===== src/hdl/sspc_pkg.sv =====
// package: register map, fields, mode codes and timing for the serial port control block
package sspc_pkg;
    localparam logic [11:0] SSPC_CTRL_OFS     = 12'h000;
    localparam logic [11:0] SSPC_BUF_OFS      = 12'h004;
    localparam logic [11:0] SSPC_BAUD_OFS     = 12'h008;
    localparam logic [11:0] SSPC_STAT_OFS     = 12'h00C;
    localparam logic [11:0] SSPC_EVT_OFS      = 12'h010;
    localparam logic [7:0]  SSPC_CTRL_RST     = 8'h00;
    localparam int          SSPC_WRITE_COLLISION_FLAG_BIT     = 7;
    localparam int          SSPC_OV_BIT       = 6;
    localparam int          SSPC_EN_BIT       = 5;
    localparam int          SSPC_CKP_BIT      = 4;
    localparam logic [3:0]  SSPC_M_SPI_D4     = 4'h0;
    localparam logic [3:0]  SSPC_M_SPI_D16    = 4'h1;
    localparam logic [3:0]  SSPC_M_SPI_D64    = 4'h2;
    localparam logic [3:0]  SSPC_M_SPI_TMR    = 4'h3;
    localparam logic [3:0]  SSPC_M_SPI_SL_SS  = 4'h4;
    localparam logic [3:0]  SSPC_M_SPI_SL     = 4'h5;
    localparam logic [3:0]  SSPC_M_TW_SL7     = 4'h6;
    localparam logic [3:0]  SSPC_M_TW_SL10    = 4'h7;
    localparam logic [3:0]  SSPC_M_TW_MST     = 4'h8;
    localparam logic [3:0]  SSPC_M_SPI_BAUD   = 4'hA;
    localparam logic [3:0]  SSPC_M_TW_FW      = 4'hB;
    localparam logic [3:0]  SSPC_M_TW_SL7I    = 4'hE;
    localparam logic [3:0]  SSPC_M_TW_SL10I   = 4'hF;
    localparam logic [7:0]  SSPC_DIV4_M1      = 8'h01;
    localparam logic [7:0]  SSPC_DIV16_M1     = 8'h07;
    localparam logic [7:0]  SSPC_DIV64_M1     = 8'h1F;
    localparam logic [2:0]  SSPC_BITS_M1      = 3'h7;
    localparam logic [1:0]  SSPC_HTRANS_NSEQ  = 2'h2;
    localparam logic [2:0]  SSPC_HSIZE_WORD   = 3'h2;
    typedef enum logic [1:0] {SSPC_FAM_SPI_M, SSPC_FAM_SPI_S,
                              SSPC_FAM_TW_M, SSPC_FAM_TW_S} sspc_fam_t;
endpackage : sspc_pkg


===== src/hdl/sspc_bus_if.sv =====
// interface: decoded register access between bus slave and shifter core
`timescale 1ns/10ps
interface sspc_bus_if;
    logic        wr;
    logic        rd;
    logic [11:0] ofs;
    logic [7:0]  wdata;
    logic [31:0] rdata;
    modport master (output wr, output rd, output ofs, output wdata, input rdata);
    modport slave  (input wr, input rd, input ofs, input wdata, output rdata);
endinterface : sspc_bus_if


===== src/hdl/sspc_ahb_slave.sv =====
// AHB-Lite slave front end: captures address phase, issues one-cycle strobes
`timescale 1ns/10ps
module sspc_ahb_slave
    import sspc_pkg::*;
(
    input  wire logic        mclk,
    input  wire logic        rst,
    input  wire logic        hsel,
    input  wire logic [31:0] haddr,
    input  wire logic [1:0]  htrans,
    input  wire logic        hwrite,
    input  wire logic [2:0]  hsize,
    input  wire logic        hready,
    input  wire logic [31:0] hwdata,
    output logic             hreadyout,
    output logic [31:0]      hrdata,
    sspc_bus_if.master       rb
);
    logic        wpend_ff;
    logic        rpend_ff;
    logic [11:0] aofs_ff;
    logic        take;

    assign take = hsel && hready && htrans == SSPC_HTRANS_NSEQ && hsize == SSPC_HSIZE_WORD;

    always_ff @(posedge mclk) begin
        if (rst) begin
            wpend_ff <= 1'b0;
            rpend_ff <= 1'b0;
            aofs_ff  <= 12'h000;
        end else begin
            wpend_ff <= take && hwrite;
            rpend_ff <= take && !hwrite;
            if (take) begin
                aofs_ff <= haddr[11:0];
            end
        end
    end

    assign rb.wr    = wpend_ff;
    assign rb.rd    = rpend_ff;
    assign rb.ofs   = aofs_ff;
    assign rb.wdata = hwdata[7:0];

    // one wait state on reads, so hrdata is registered before hready rises
    always_ff @(posedge mclk) begin
        if (rst) begin
            hrdata    <= 32'h0000_0000;
            hreadyout <= 1'b0;
        end else begin
            hreadyout <= !(take && !hwrite);
            if (rpend_ff) begin
                hrdata <= rb.rdata;
            end
        end
    end
endmodule : sspc_ahb_slave


===== src/hdl/sspc_top.sv =====
// serial port control: mode decode, flags, pin routing and byte shifter
// Operation
// - master: buffer write while two-wire bus busy sets write collision
// - slave: buffer write while a loaded byte is still shifting (busy) sets write collision
// - SPI overflow only in slave mode when unread byte present
// - on SPI overflow new byte dropped, old buffer kept
// - SPI master never sets overflow
// - two-wire slave receive with unread byte sets overflow, ignored in transmit
// - enable in SPI routes clock, data out, data in, select pins
// - enable in two-wire routes data and clock pins
// - SPI clock idle level follows polarity bit
// - two-wire slave: polarity one releases clock, zero stretches
// - codes 0-2 divide by 4,16,64; code 3 uses timer two half
// - codes 4,5 SPI slave with select enabled or disabled
// - codes 6,7 two-wire slave 7/10-bit without start/stop events
// - codes E,F two-wire slave with start and stop events
// - code A clock is osc over four times baud plus one; code 8 drives no clock
// - code B firmware master, slave idle
`timescale 1ns/10ps
module sspc_top
    import sspc_pkg::*;
(
    input  wire logic        mclk,
    input  wire logic        rst,
    input  wire logic        hsel,
    input  wire logic [31:0] haddr,
    input  wire logic [1:0]  htrans,
    input  wire logic        hwrite,
    input  wire logic [2:0]  hsize,
    input  wire logic        hready,
    input  wire logic [31:0] hwdata,
    output logic             hreadyout,
    output logic [31:0]      hrdata,
    input  wire logic        timer_two_out,
    input  wire logic        serial_clock_pin_in,
    output logic             serial_clock_pin_out,
    output logic             serial_clock_pin_oe,
    output logic             serial_data_out_pin,
    output logic             serial_data_out_pin_oe,
    input  wire logic        serial_data_in_pin,
    input  wire logic        slave_select_pin_n,
    input  wire logic        two_wire_data_pin_in,
    input  wire logic        two_wire_clock_pin_in,
    output logic             two_wire_clock_pin_oe,
    input  wire logic        two_wire_busy,
    input  wire logic        two_wire_start,
    input  wire logic        two_wire_stop,
    output logic             start_stop_event,
    output logic             pins_to_port
);
    sspc_bus_if rb ();

    sspc_ahb_slave u_bus (
        .mclk      (mclk),
        .rst       (rst),
        .hsel      (hsel),
        .haddr     (haddr),
        .htrans    (htrans),
        .hwrite    (hwrite),
        .hsize     (hsize),
        .hready    (hready),
        .hwdata    (hwdata),
        .hreadyout (hreadyout),
        .hrdata    (hrdata),
        .rb        (rb)
    );

    logic [7:0] ctrl_ff;
    logic [7:0] buf_ff;
    logic [7:0] baud_ff;
    logic [7:0] sr_ff;
    logic [2:0] bitcnt_ff;
    logic       busy_ff;
    logic       full_ff;
    logic [8:0] divcnt_ff;
    logic       tmr_d_ff;
    logic       tmr_half_ff;
    logic       sck_int_ff;
    logic       sclk_d_ff;
    logic       twclk_d_ff;
    logic [3:0] mode;
    logic       en;
    logic       clock_polarity_bit;
    sspc_fam_t  fam;
    logic       buf_wr;
    logic       buf_rd;
    logic       tick;
    logic       shift_edge;
    logic       sample_edge;
    logic       byte_done;
    logic       set_write_collision_flag;
    logic       set_ov;
    logic       ss_used;
    logic [8:0] div_m1;

    // mode family decode, used by routing, flags and clocking
    function automatic sspc_fam_t fam_of(input logic [3:0] m);
        case (m)
            SSPC_M_SPI_D4, SSPC_M_SPI_D16, SSPC_M_SPI_D64,
            SSPC_M_SPI_TMR, SSPC_M_SPI_BAUD: fam_of = SSPC_FAM_SPI_M;
            SSPC_M_SPI_SL_SS, SSPC_M_SPI_SL:   fam_of = SSPC_FAM_SPI_S;
            SSPC_M_TW_MST, SSPC_M_TW_FW:       fam_of = SSPC_FAM_TW_M;
            default:                           fam_of = SSPC_FAM_TW_S;
        endcase
    endfunction : fam_of

    assign mode    = ctrl_ff[3:0];
    assign en      = ctrl_ff[SSPC_EN_BIT];
    assign clock_polarity_bit     = ctrl_ff[SSPC_CKP_BIT];
    assign fam     = fam_of(mode);
    assign ss_used = mode == SSPC_M_SPI_SL_SS;
    assign buf_wr  = rb.wr && rb.ofs == SSPC_BUF_OFS;
    assign buf_rd  = rb.rd && rb.ofs == SSPC_BUF_OFS;

    // master clock divider selection
    always_comb begin
        case (mode)
            SSPC_M_SPI_D4:  div_m1 = {1'b0, SSPC_DIV4_M1};
            SSPC_M_SPI_D16: div_m1 = {1'b0, SSPC_DIV16_M1};
            SSPC_M_SPI_D64: div_m1 = {1'b0, SSPC_DIV64_M1};
            default:        div_m1 = {baud_ff, 1'b1};
        endcase
    end

    always_ff @(posedge mclk) begin
        if (rst) begin
            divcnt_ff   <= 9'h000;
            tmr_d_ff    <= 1'b0;
            tmr_half_ff <= 1'b0;
        end else begin
            tmr_d_ff <= timer_two_out;
            if (busy_ff && mode != SSPC_M_SPI_TMR && divcnt_ff != div_m1) begin
                divcnt_ff <= divcnt_ff + 9'h001;
            end else begin
                divcnt_ff <= 9'h000;
            end
            if (timer_two_out && !tmr_d_ff) begin
                tmr_half_ff <= !tmr_half_ff;
            end
        end
    end

    // one-cycle half-period tick for master shifting
    assign tick = busy_ff && (mode == SSPC_M_SPI_TMR ? (timer_two_out && !tmr_d_ff)
                                                      : divcnt_ff == div_m1);

    always_ff @(posedge mclk) begin
        if (rst) begin
            sclk_d_ff  <= 1'b0;
            twclk_d_ff <= 1'b1;
        end else begin
            sclk_d_ff  <= serial_clock_pin_in;
            twclk_d_ff <= two_wire_clock_pin_in;
        end
    end

    // leading edge leaves idle level, trailing edge returns to it
    always_comb begin
        sample_edge = 1'b0;
        shift_edge  = 1'b0;
        case (fam)
            SSPC_FAM_SPI_M: begin
                sample_edge = tick && (sck_int_ff == clock_polarity_bit);
                shift_edge  = tick && (sck_int_ff != clock_polarity_bit);
            end
            SSPC_FAM_SPI_S: begin
                sample_edge = (serial_clock_pin_in != sclk_d_ff) && (sclk_d_ff == clock_polarity_bit)
                              && !(ss_used && slave_select_pin_n);
                shift_edge  = (serial_clock_pin_in != sclk_d_ff) && (sclk_d_ff != clock_polarity_bit)
                              && !(ss_used && slave_select_pin_n);
            end
            default: begin
                sample_edge = two_wire_clock_pin_in && !twclk_d_ff && mode != SSPC_M_TW_FW;
            end
        endcase
    end

    assign byte_done = en && sample_edge && bitcnt_ff == SSPC_BITS_M1;

    always_ff @(posedge mclk) begin
        if (rst) begin
            sr_ff     <= 8'h00;
            bitcnt_ff <= 3'h0;
            busy_ff   <= 1'b0;
            sck_int_ff <= 1'b0;
        end else begin
            if (!en || fam != SSPC_FAM_SPI_M || !busy_ff) begin
                sck_int_ff <= clock_polarity_bit;
            end else if (tick) begin
                sck_int_ff <= !sck_int_ff;
            end
            if (!en) begin
                busy_ff   <= 1'b0;
                bitcnt_ff <= 3'h0;
            end else if (buf_wr && !busy_ff && !(fam == SSPC_FAM_TW_M && two_wire_busy)) begin
                sr_ff     <= rb.wdata;
                busy_ff   <= 1'b1;
                bitcnt_ff <= 3'h0;
            end else if (sample_edge) begin
                sr_ff     <= {sr_ff[6:0], fam[1] ? two_wire_data_pin_in : serial_data_in_pin};
                bitcnt_ff <= bitcnt_ff + 3'h1;
                if (bitcnt_ff == SSPC_BITS_M1 && fam != SSPC_FAM_SPI_M) begin
                    busy_ff <= 1'b0;
                end
            end else if (fam == SSPC_FAM_SPI_M && shift_edge && bitcnt_ff == 3'h0) begin
                busy_ff <= 1'b0;
            end
        end
    end

    // receive buffer: overflow keeps old contents
    always_ff @(posedge mclk) begin
        if (rst) begin
            buf_ff  <= 8'h00;
            full_ff <= 1'b0;
        end else begin
            if (byte_done && !full_ff) begin
                buf_ff  <= {sr_ff[6:0], fam[1] ? two_wire_data_pin_in : serial_data_in_pin};
                full_ff <= 1'b1;
            end else if (buf_rd) begin
                full_ff <= 1'b0;
            end
        end
    end

    assign set_write_collision_flag = buf_wr && en &&
                      ((fam[0] == 1'b0 && fam == SSPC_FAM_TW_M && two_wire_busy)
                       || (fam[0] && busy_ff));
    assign set_ov   = byte_done && full_ff &&
                      (fam == SSPC_FAM_SPI_S
                       || (fam == SSPC_FAM_TW_S && !busy_ff));

    // control register; hardware set beats software clear
    always_ff @(posedge mclk) begin
        if (rst) begin
            ctrl_ff <= SSPC_CTRL_RST;
            baud_ff <= 8'h00;
        end else begin
            if (rb.wr && rb.ofs == SSPC_CTRL_OFS) begin
                ctrl_ff[5:0] <= rb.wdata[5:0];
                if (!rb.wdata[SSPC_WRITE_COLLISION_FLAG_BIT]) begin
                    ctrl_ff[SSPC_WRITE_COLLISION_FLAG_BIT] <= 1'b0;
                end
                if (!rb.wdata[SSPC_OV_BIT]) begin
                    ctrl_ff[SSPC_OV_BIT] <= 1'b0;
                end
            end
            if (set_write_collision_flag) begin
                ctrl_ff[SSPC_WRITE_COLLISION_FLAG_BIT] <= 1'b1;
            end
            if (set_ov) begin
                ctrl_ff[SSPC_OV_BIT] <= 1'b1;
            end
            if (rb.wr && rb.ofs == SSPC_BAUD_OFS) begin
                baud_ff <= rb.wdata;
            end
        end
    end

    always_comb begin
        case (rb.ofs)
            SSPC_CTRL_OFS: rb.rdata = {24'h000000, ctrl_ff};
            SSPC_BUF_OFS:  rb.rdata = {24'h000000, buf_ff};
            SSPC_BAUD_OFS: rb.rdata = {24'h000000, baud_ff};
            SSPC_STAT_OFS: rb.rdata = {29'h00000000, tmr_half_ff, full_ff, busy_ff};
            default:       rb.rdata = 32'h0000_0000;
        endcase
    end

    // pin routing, all outputs registered
    always_ff @(posedge mclk) begin
        if (rst) begin
            serial_clock_pin_out   <= 1'b0;
            serial_clock_pin_oe    <= 1'b0;
            serial_data_out_pin    <= 1'b0;
            serial_data_out_pin_oe <= 1'b0;
            two_wire_clock_pin_oe  <= 1'b0;
            start_stop_event       <= 1'b0;
            pins_to_port           <= 1'b0;
        end else begin
            pins_to_port           <= en;
            serial_clock_pin_out   <= fam == SSPC_FAM_SPI_M ? sck_int_ff : clock_polarity_bit;
            serial_clock_pin_oe    <= en && fam == SSPC_FAM_SPI_M;
            serial_data_out_pin    <= sr_ff[7];
            serial_data_out_pin_oe <= en && !fam[1] &&
                                      !(ss_used && slave_select_pin_n);
            two_wire_clock_pin_oe  <= en && fam == SSPC_FAM_TW_S && !clock_polarity_bit;
            start_stop_event       <= en && (mode == SSPC_M_TW_SL7I || mode == SSPC_M_TW_SL10I)
                                      && (two_wire_start || two_wire_stop);
        end
    end

    property p_ov_never_spi_master;
        @(posedge mclk) disable iff (rst)
        fam == SSPC_FAM_SPI_M && !ctrl_ff[SSPC_OV_BIT] |=> !ctrl_ff[SSPC_OV_BIT];
    endproperty
    a_ov_never_spi_master: assert property (p_ov_never_spi_master)
        else $error("overflow set in spi master");

    property p_write_collision_flag_slave;
        @(posedge mclk) disable iff (rst)
        fam == SSPC_FAM_SPI_S && en && buf_wr && busy_ff |=> ctrl_ff[SSPC_WRITE_COLLISION_FLAG_BIT];
    endproperty
    a_write_collision_flag_slave: assert property (p_write_collision_flag_slave)
        else $error("slave collision not flagged");

    property p_ov_keeps_buf;
        @(posedge mclk) disable iff (rst)
        set_ov |=> ctrl_ff[SSPC_OV_BIT] && buf_ff == $past(buf_ff);
    endproperty
    a_ov_keeps_buf: assert property (p_ov_keeps_buf)
        else $error("overflow lost old buffer");

    property p_flag_sticky;
        @(posedge mclk) disable iff (rst)
        ctrl_ff[SSPC_WRITE_COLLISION_FLAG_BIT] && !(rb.wr && rb.ofs == SSPC_CTRL_OFS && !rb.wdata[7])
        |=> ctrl_ff[SSPC_WRITE_COLLISION_FLAG_BIT];
    endproperty
    a_flag_sticky: assert property (p_flag_sticky)
        else $error("collision flag dropped");

    property p_idle_level;
        @(posedge mclk) disable iff (rst)
        !en ##1 !en && $stable(clock_polarity_bit) |=> serial_clock_pin_out == $past(clock_polarity_bit, 2);
    endproperty
    a_idle_level: assert property (p_idle_level)
        else $error("idle clock level wrong");

    property p_route;
        @(posedge mclk) disable iff (rst)
        !en |=> !pins_to_port && !serial_clock_pin_oe && !serial_data_out_pin_oe;
    endproperty
    a_route: assert property (p_route)
        else $error("pins driven while disabled");

    property p_stretch;
        @(posedge mclk) disable iff (rst)
        en && fam == SSPC_FAM_TW_S && !clock_polarity_bit |=> two_wire_clock_pin_oe;
    endproperty
    a_stretch: assert property (p_stretch)
        else $error("clock not stretched");

    property p_no_ss_event;
        @(posedge mclk) disable iff (rst)
        mode == SSPC_M_TW_SL7 || mode == SSPC_M_TW_SL10 |=> !start_stop_event;
    endproperty
    a_no_ss_event: assert property (p_no_ss_event)
        else $error("start/stop event in plain slave mode");
endmodule : sspc_top


===== config.mk =====
export PLATFORM = sky130hd
export DESIGN_NAME = sspc_top
export DESIGN_NICKNAME = d
export VERILOG_FILES = /design/src/hdl/sspc_pkg.sv /design/src/hdl/sspc_bus_if.sv /design/src/hdl/sspc_ahb_slave.sv /design/src/hdl/sspc_top.sv
export SDC_FILE = /design/constraint.sdc
export NUM_CORES = 1
export LEC_CHECK = 0
export BUFFER_PORTS_ARGS = -buffer_cell sky130_fd_sc_hd__buf_2
export CAP_MARGIN = 20
export CORE_MARGIN = 2
export CORE_UTILIZATION = 29
export CTS_CLUSTER_SIZE = 12
export DETAILED_ROUTE_END_ITERATION = 10
export GPL_ROUTABILITY_DRIVEN = 0
export HOLD_SLACK_MARGIN = 0.06
export SLEW_MARGIN = 20
export SYNTH_ARGS = -nofsm -noshare
export SYNTH_HDL_FRONTEND = slang
export SYNTH_SLANG_ARGS = --single-unit

===== constraint.sdc =====
create_clock -name mclk -period 2.75 [get_ports mclk]
set_clock_uncertainty 0.2 [all_clocks]
set_input_delay 0.55 -clock mclk [delete_from_list [all_inputs] [get_ports mclk]]
set_output_delay 0.55 -clock mclk [all_outputs]
set_load 0.05 [all_outputs]

== Yosys cells after proc, flatten, opt, wreduce, memory -nomap -nowiden ==
Memories as Yosys holds them, arrays and structs flattened. A register that Yosys moved wholly into a read port is not among the register bits.
Cells that the tools add are included.

* Register bits after elaboration: 105
* Memory bits (read-only): 32
* Input port bits: 83
* Output and inout bits: 40
* Memories kept: 1

{| class="wikitable"
|+ Memories
! memory !! depth !! bits a word !! rd ports !! clocked after memory_dff !! wr ports !! line !! text
|-
| (no name shown) || 16 || 2 || 1 || 1 || 0 || sspc_top.sv:98 || <nowiki>case (m)</nowiki>
|}

* Add/sub/neg operators: 2
* Eq/ne operators: 27
* Mux-type cells: 24
* Bitwise logic cells: 3
* Reduce and logical (&&, ||, !) cells: 83

{| class="wikitable"
|+ Operator list
! kind !! number
|-
| 1-bit logical AND || 46
|-
| 8-bit one-hot mux with 4 select lines || 1
|-
| 9-bit one-hot mux with 3 select lines || 1
|-
| 12-bit by 4-bit equality test with 1-bit output (second input constant) || 2
|-
| 8-bit 2-to-1 mux || 3
|-
| 1-bit 2-to-1 mux || 15
|-
| 1-bit zero test || 13
|-
| 12-bit by 3-bit equality test with 1-bit output (second input constant) || 1
|-
| 12-bit zero test || 1
|-
| 2-bit nonzero test || 6
|-
| 9-bit by 1-bit adder with 9-bit output (second input constant) || 1
|-
| 9-bit equality test || 1
|-
| 9-bit != test || 1
|-
| 4-bit by 2-bit equality test with 1-bit output (second input constant) || 2
|-
| 4-bit equality test (second input constant) || 2
|-
| 4-bit 2-to-1 mux || 2
|-
| 2-bit AND reduction || 4
|-
| 2-bit equality test (second input constant) || 3
|-
| 1-bit logical OR || 6
|-
| 4-bit by 1-bit equality test with 1-bit output (second input constant) || 1
|-
| 4-bit by 3-bit equality test with 1-bit output (second input constant) || 1
|-
| 4-bit zero test || 1
|-
| 2-bit by 1-bit != test with 1-bit output (second input constant) || 2
|-
| 4-bit by 2-bit != test with 1-bit output (second input constant) || 1
|-
| 15 further kinds || 22
|}

== Depth between registers and ports, before layout ==
* Depth after elaboration: 13
* Gate-level depth with buffers: 9
* Depth with buffers taken out: 7

== Modules after synthesis ==
Synthesis repeated with hierarchy kept, for this count alone.

* Cell total of the unflattened synthesis: 531
* Area total of the unflattened synthesis: 4993.5 um^2

{| class="wikitable"
|+ By module, submodules not included
! module !! instances !! cells each !! area each (um^2) !! seq. area each (um^2)
|-
| sspc_top || 1 || 358 || 3146.8 || 1201.2
|-
| sspc_ahb_slave || 1 || 173 || 1846.8 || 940.9
|}

== Worst setup path after synthesis ==
OpenSTA, ideal clock, no wires.

* Path type: register -> register
* Start point: reg u_bus.aofs_ff[6], in the netlist u_bus.rb.ofs[6]
* End point: reg sr_ff[7]
* Library setup time: 0.123 ns
* Arrival time: 2.241 ns
* Path slack: 0.186 ns
* Stages on the path, launching flop included: 9
* Period minus slack after synthesis: 2.564 ns
* Path through: dfxtp_1 or4_4 nor4_4 nand3_1 nor3_4 buf_6 mux2i_1 nor2_1 mux2_1

* Cells in the longest elaborated chain, start to end: 6
* Elaborated cells between the ends (all ways): 7
* Those cells by class: 1 x eq/ne; 1 x mux; 5 x reduce/logical

{| class="wikitable"
|+ Ends and longest elaborated chain
! what !! line !! text
|-
| from (decl) || sspc_ahb_slave.sv:21 || <nowiki>logic [11:0] aofs_ff;</nowiki>
|-
| from (signal assigned) || sspc_ahb_slave.sv:35 || <nowiki>aofs_ff <= haddr[11:0];</nowiki>
|-
| 12-bit by 3-bit equality test with 1-bit output (*) || sspc_top.sv:112 || <nowiki>assign buf_wr = rb.wr && rb.ofs == SSPC_BUF_OFS;</nowiki>
|-
| 1-bit logical AND (*) || sspc_top.sv:112 ||
|-
| 1-bit logical AND (*) (2 in a row) || sspc_top.sv:195 || <nowiki>end else if (buf_wr && !busy_ff && !(fam == SSPC_FAM_TW_M && two_wire_busy)) begin</nowiki>
|-
| 2-bit nonzero test (no line) || -- ||
|-
| 2-bit AND reduction (no line) || -- ||
|-
| to (signal assigned) || sspc_top.sv:196 || <nowiki>sr_ff <= rb.wdata;</nowiki>
|-
| to (signal assigned) || sspc_top.sv:200 || <nowiki>sr_ff <= {sr_ff[6:0], fam[1] ? two_wire_data_pin_in : serial_data_in_pin};</nowiki>
|-
| to (decl) || sspc_top.sv:71 || <nowiki>logic [7:0] sr_ff;</nowiki>
|}

Every way passes the cells marked *; elsewhere a longest branch is shown, timed or not.
A chain may end at the register's enable or synchronous reset.

== Worst setup path in the final report ==
* Start point: reg ctrl_ff[1]
* End point: reg busy_ff

* Cells in the longest elaborated chain, start to end: 11
* Elaborated cells between the ends (all ways): 26
* Those cells by class: 7 x eq/ne; 6 x mux; 13 x reduce/logical

{| class="wikitable"
|+ Ends and longest elaborated chain
! what !! line !! text
|-
| from (decl) || sspc_top.sv:68 || <nowiki>logic [7:0] ctrl_ff;</nowiki>
|-
| from (signal assigned) || sspc_top.sv:240 || <nowiki>ctrl_ff[5:0] <= rb.wdata[5:0];</nowiki>
|-
| 4-bit by 2-bit equality test with 1-bit output (tied with other cells) || sspc_top.sv:117 || <nowiki>case (mode)</nowiki>
|-
| 9-bit one-hot mux with 3 select lines || sspc_top.sv:117 ||
|-
| 9-bit equality test || sspc_top.sv:145 || <nowiki>: divcnt_ff == div_m1);</nowiki>
|-
| 1-bit 2-to-1 mux || sspc_top.sv:144 || <nowiki>assign tick = busy_ff && (mode == SSPC_M_SPI_TMR ? (timer_two_out && !tmr_d_ff)</nowiki>
|-
| 1-bit logical AND || sspc_top.sv:144 ||
|-
| 1-bit logical AND || sspc_top.sv:164 || <nowiki>shift_edge = tick && (sck_int_ff != clock_polarity_bit);</nowiki>
|-
| 1-bit one-hot mux with 2 select lines || sspc_top.sv:161 || <nowiki>case (fam)</nowiki>
|-
| 1-bit logical AND (2 in a row) || sspc_top.sv:205 || <nowiki>end else if (fam == SSPC_FAM_SPI_M && shift_edge && bitcnt_ff == 3'h0) begin</nowiki>
|-
| 3-bit nonzero test (no line) || -- ||
|-
| 2-bit AND reduction (no line) || -- ||
|-
| to (signal assigned) || sspc_top.sv:197 || <nowiki>busy_ff <= 1'b1;</nowiki>
|-
| to (signal assigned) || sspc_top.sv:203 || <nowiki>busy_ff <= 1'b0;</nowiki>
|-
| to (signal assigned) || sspc_top.sv:206 || <nowiki>busy_ff <= 1'b0;</nowiki>
|-
| to (decl) || sspc_top.sv:73 || <nowiki>logic busy_ff;</nowiki>
|}

Several ways; a longest one is shown, not always the timed one.

==> summary.md <==
| Metric | Value |
|---|---|
| Drt pass-1 iters | 4 |
| Hpwl dp | 7260 µm |
| Residual DRC count | 0 |
| CTS Buf Count | 9 |
| Final wirelength | 9830 µm |
| Finished Layout Cells | 704 |
| Status | complete, no violations |
| Final ANT Viol Nets | 0 |
| Minimum clock period | ~2.6 ns |
| Depth of the worst hold-timing path | 2 |
| CP required | 2.78 ns |
| Pwr/cell area | 547 nW/µm² |
| Hold crit path type | in2reg |
| Initial DRC Count | 189 |
| Mapped Cells | 455 |
| Area Growth Syn to Fin | 21.5% |
| Yosys cell types | 65 |
| WHS | 0.171 ns |
| Sequential share of power | 44.1% |
| Highest clock rate | 378 MHz |
| WL/cell | between 10 and 15 µm |
| CTS Buffer Depth | 2 |
| Worst Path Arrival | 2.68 ns |
| Gr usage total | 13.7% |
| Final Util | 36.2% |
| Syn Area/Cell | 9.08 µm² |
| Final nets | 606 |
| Post-synth top area cell | dfxtp_1 |
| # IOs | 123 |
| Clock Tree Root | clkbuf_16 |
| Final setup viols | 0 |
| Worst Slack Setup Final | 0.105 ns |
| Fin crit share | 96.2% |
| Part of the power in the clock network | 50.3% |
| GR Overflow Total | 0 |
| Share of cells above drive strength 1 | between 20% and 30% |
| Design area | 5020 µm² |
| Initial antenna violation count | 0 |
| CP Class | reg2reg |
| Internal power | 2.13 mW |
| CTS tree | yes |
| Sw Ratio | between 20% and 30% |
| Top_reg_cell synth | dfxtp_1 |
| Yosys reg bits | 83 |
| Die area | 15200 µm² |
| FF-to-FF path depth | 8 |
| Largest net degree at the start of global routing | 39 |
| Ys Warns | 0 |
| Initial Util | 29.8% |
| Logic pwr share | 5.6% |
| Sequential share of the synthesized area | 40.2% |
| Placeable Area | about 14000 µm² |
| Max Slew Vio Count | 0 |
| # diodes | 0 |
| Sink Count | 83 |
| Via count | 3332 |
| Critical Path End Type | register |
| Clk Latency, worst-skew pair | ~0.35 ns |
| Die Span X | 123 µm |
| Syn Std Cell Area | a little over 4000 µm² |
| First-pass GRT wire length | 15900 µm |
| Pwr Total | 2.75 mW |
| Final setup TNS | 0 ns |
| Peak supply drop | about 0.30 mV |
| Placed Cells | 684 |
| Synth top area share | 40.2% |
| Vias in the first global route | 3116 |
| Row cnt | 43 |
| Synth async-reset ratio | 0% |
| Synth area leaders | dfxtp_1 40%, mux2i_1 11%, buf_4 4.4% |
| Die H | about 120 µm |
| Clk slew on worst S/H paths | 0.06 ns |
| NetSw | about 620 µW |
| Dpl ws | 0.0225 ns |
| Number of enable flip-flop cells after synthesis | 0 |
| # fillers | 1426 |
| DR vias/cell | 4.73 |
| CP Launch Type | register |
| Pleak | ~1.9 nW |
| Htree depth | 3 |
| Crit Path Max Fanout | 7 |
| IO buf count | 54 |
| Max-Cap Viols | 0 |
| Post-DP Area | 4600 µm² |
| Final hold vios | 0 |
## path summary, 6_finish.rpt
check,end,slack (ns),start
worst max-delay path,busy_ff$_SDFFE_PP0P_,0.11,ctrl_ff[1]$_SDFFE_PP0P_
worst min-delay path,u_bus.rb.rd$_SDFF_PP0_,0.17,hwrite
worst max register to register,busy_ff$_SDFFE_PP0P_,0.11,ctrl_ff[1]$_SDFFE_PP0P_
worst min register to register,serial_data_out_pin$_SDFF_PP0_,0.26,sr_ff[7]$_SDFFE_PP0P_
## layout make-up
cell class	count	area, µm²	share of cell area [%]
clock buffers	9	225	4.49
clock inverters	7	116	2.32
inverters	10	37.5	0.748
multi-input cells	332	2240	44.7
flip-flops and latches	83	1660	33.1
well taps	180	225	4.49
repair buffers	83	508	10.1
## Yosys cell counts, types with 2 or more instances
library cell and count:
and4b_1 2, o21ai_0 19, ha_1 4, nand2_1 25
o31ai_1 2, buf_1 3, buf_6 3, nor4bb_1 3
nand4b_1 3, or4_4 2, or2_2 6, buf_2 7
nor3b_1 5, clkbuf_1 16, xnor2_1 8, a31oi_1 3
inv_1 10, o22ai_1 5, nand4_1 2, nor3_1 10
mux2i_1 46, dfxtp_1 83, xor2_1 5, nor2b_1 15
o21ai_1 8, nand3_1 19, nand2b_1 18, or2_0 3
nor2_1 45, a21oi_1 14, o32ai_1 2, mux4_2 3
buf_4 24
## worst max-delay path, stage by stage (launching register included)
cell      delay [ns]
dfxtp_1         0.38
a211oi_4        0.43
nor2_1          0.09
o32ai_1         0.31
nand4b_1        0.25
o31ai_2         0.32
buf_4           0.19
nand2_1         0.08
o311a_1         0.28
## layer usage
metal	GRT usage [%]	wire length, µm	vias up
met5	0	0	-
met4	5.04	206	0
met3	4.89	701	14
met2	20.7	4520	101
met1	18.0	4400	1557
li1	-	-	1660
## registers in the layout, indices dropped and copies added, names as in the netlist, 2 cells and up
register and cells:
u_bus.hrdata 8, sr_ff 8, u_bus.rb.ofs 12, bitcnt_ff 3, baud_ff 8, buf_ff 8, fam 2, ctrl_ff 8
divcnt_ff 9
## logic make-up (layout without fill, tap and decap cells)
logic type / after synthesis / count (layout) / synth area share [%]
AOI/OAI and AO/OA: 68 / 68 / 10.6
xor gates and xnor gates: 13 / 13 / 2.76
adders and majority gates: 4 / 4 / 1.21
buffers and inverters: 63 / 109 / 8.66
DFF: 83 / 83 / 40.2
muxes: 51 / 51 / 13.3
other: 1 / 24 / 0.0908
and+or+nand+nor: 172 / 172 / 23.1
## power groups by stage
stage	clock network, mW	registers (mW)	logic (mW)
after CTS	1.42	1.21	0.154
after detailed placement	0	1.24	0.153
after global placement	0	1.24	0.152
after global routing	1.49	1.21	0.164
after floorplan	0	1.24	0.132
final	1.38	1.21	0.155
## cell usage in the layout (no fill, tap or decap), types with 10 or more instances in the layout
cell type and n:
nor2_1 45, nor2b_1 15, o21ai_0 19, nand2b_1 18, nand3_1 18, nand2_1 25, conb_1 24, inv_1 10
dfxtp_1 82, buf_2 54, a21oi_1 14, buf_4 26, mux2i_1 46
## timing repair
action,4_1_cts,5_1_grt
hold buffers,0,0
pin swaps,1,6
setup endpoints to repair,1,19
gates resized for setup,1,11
setup buffers,0,4
Power figures use the tool's default switching activity.
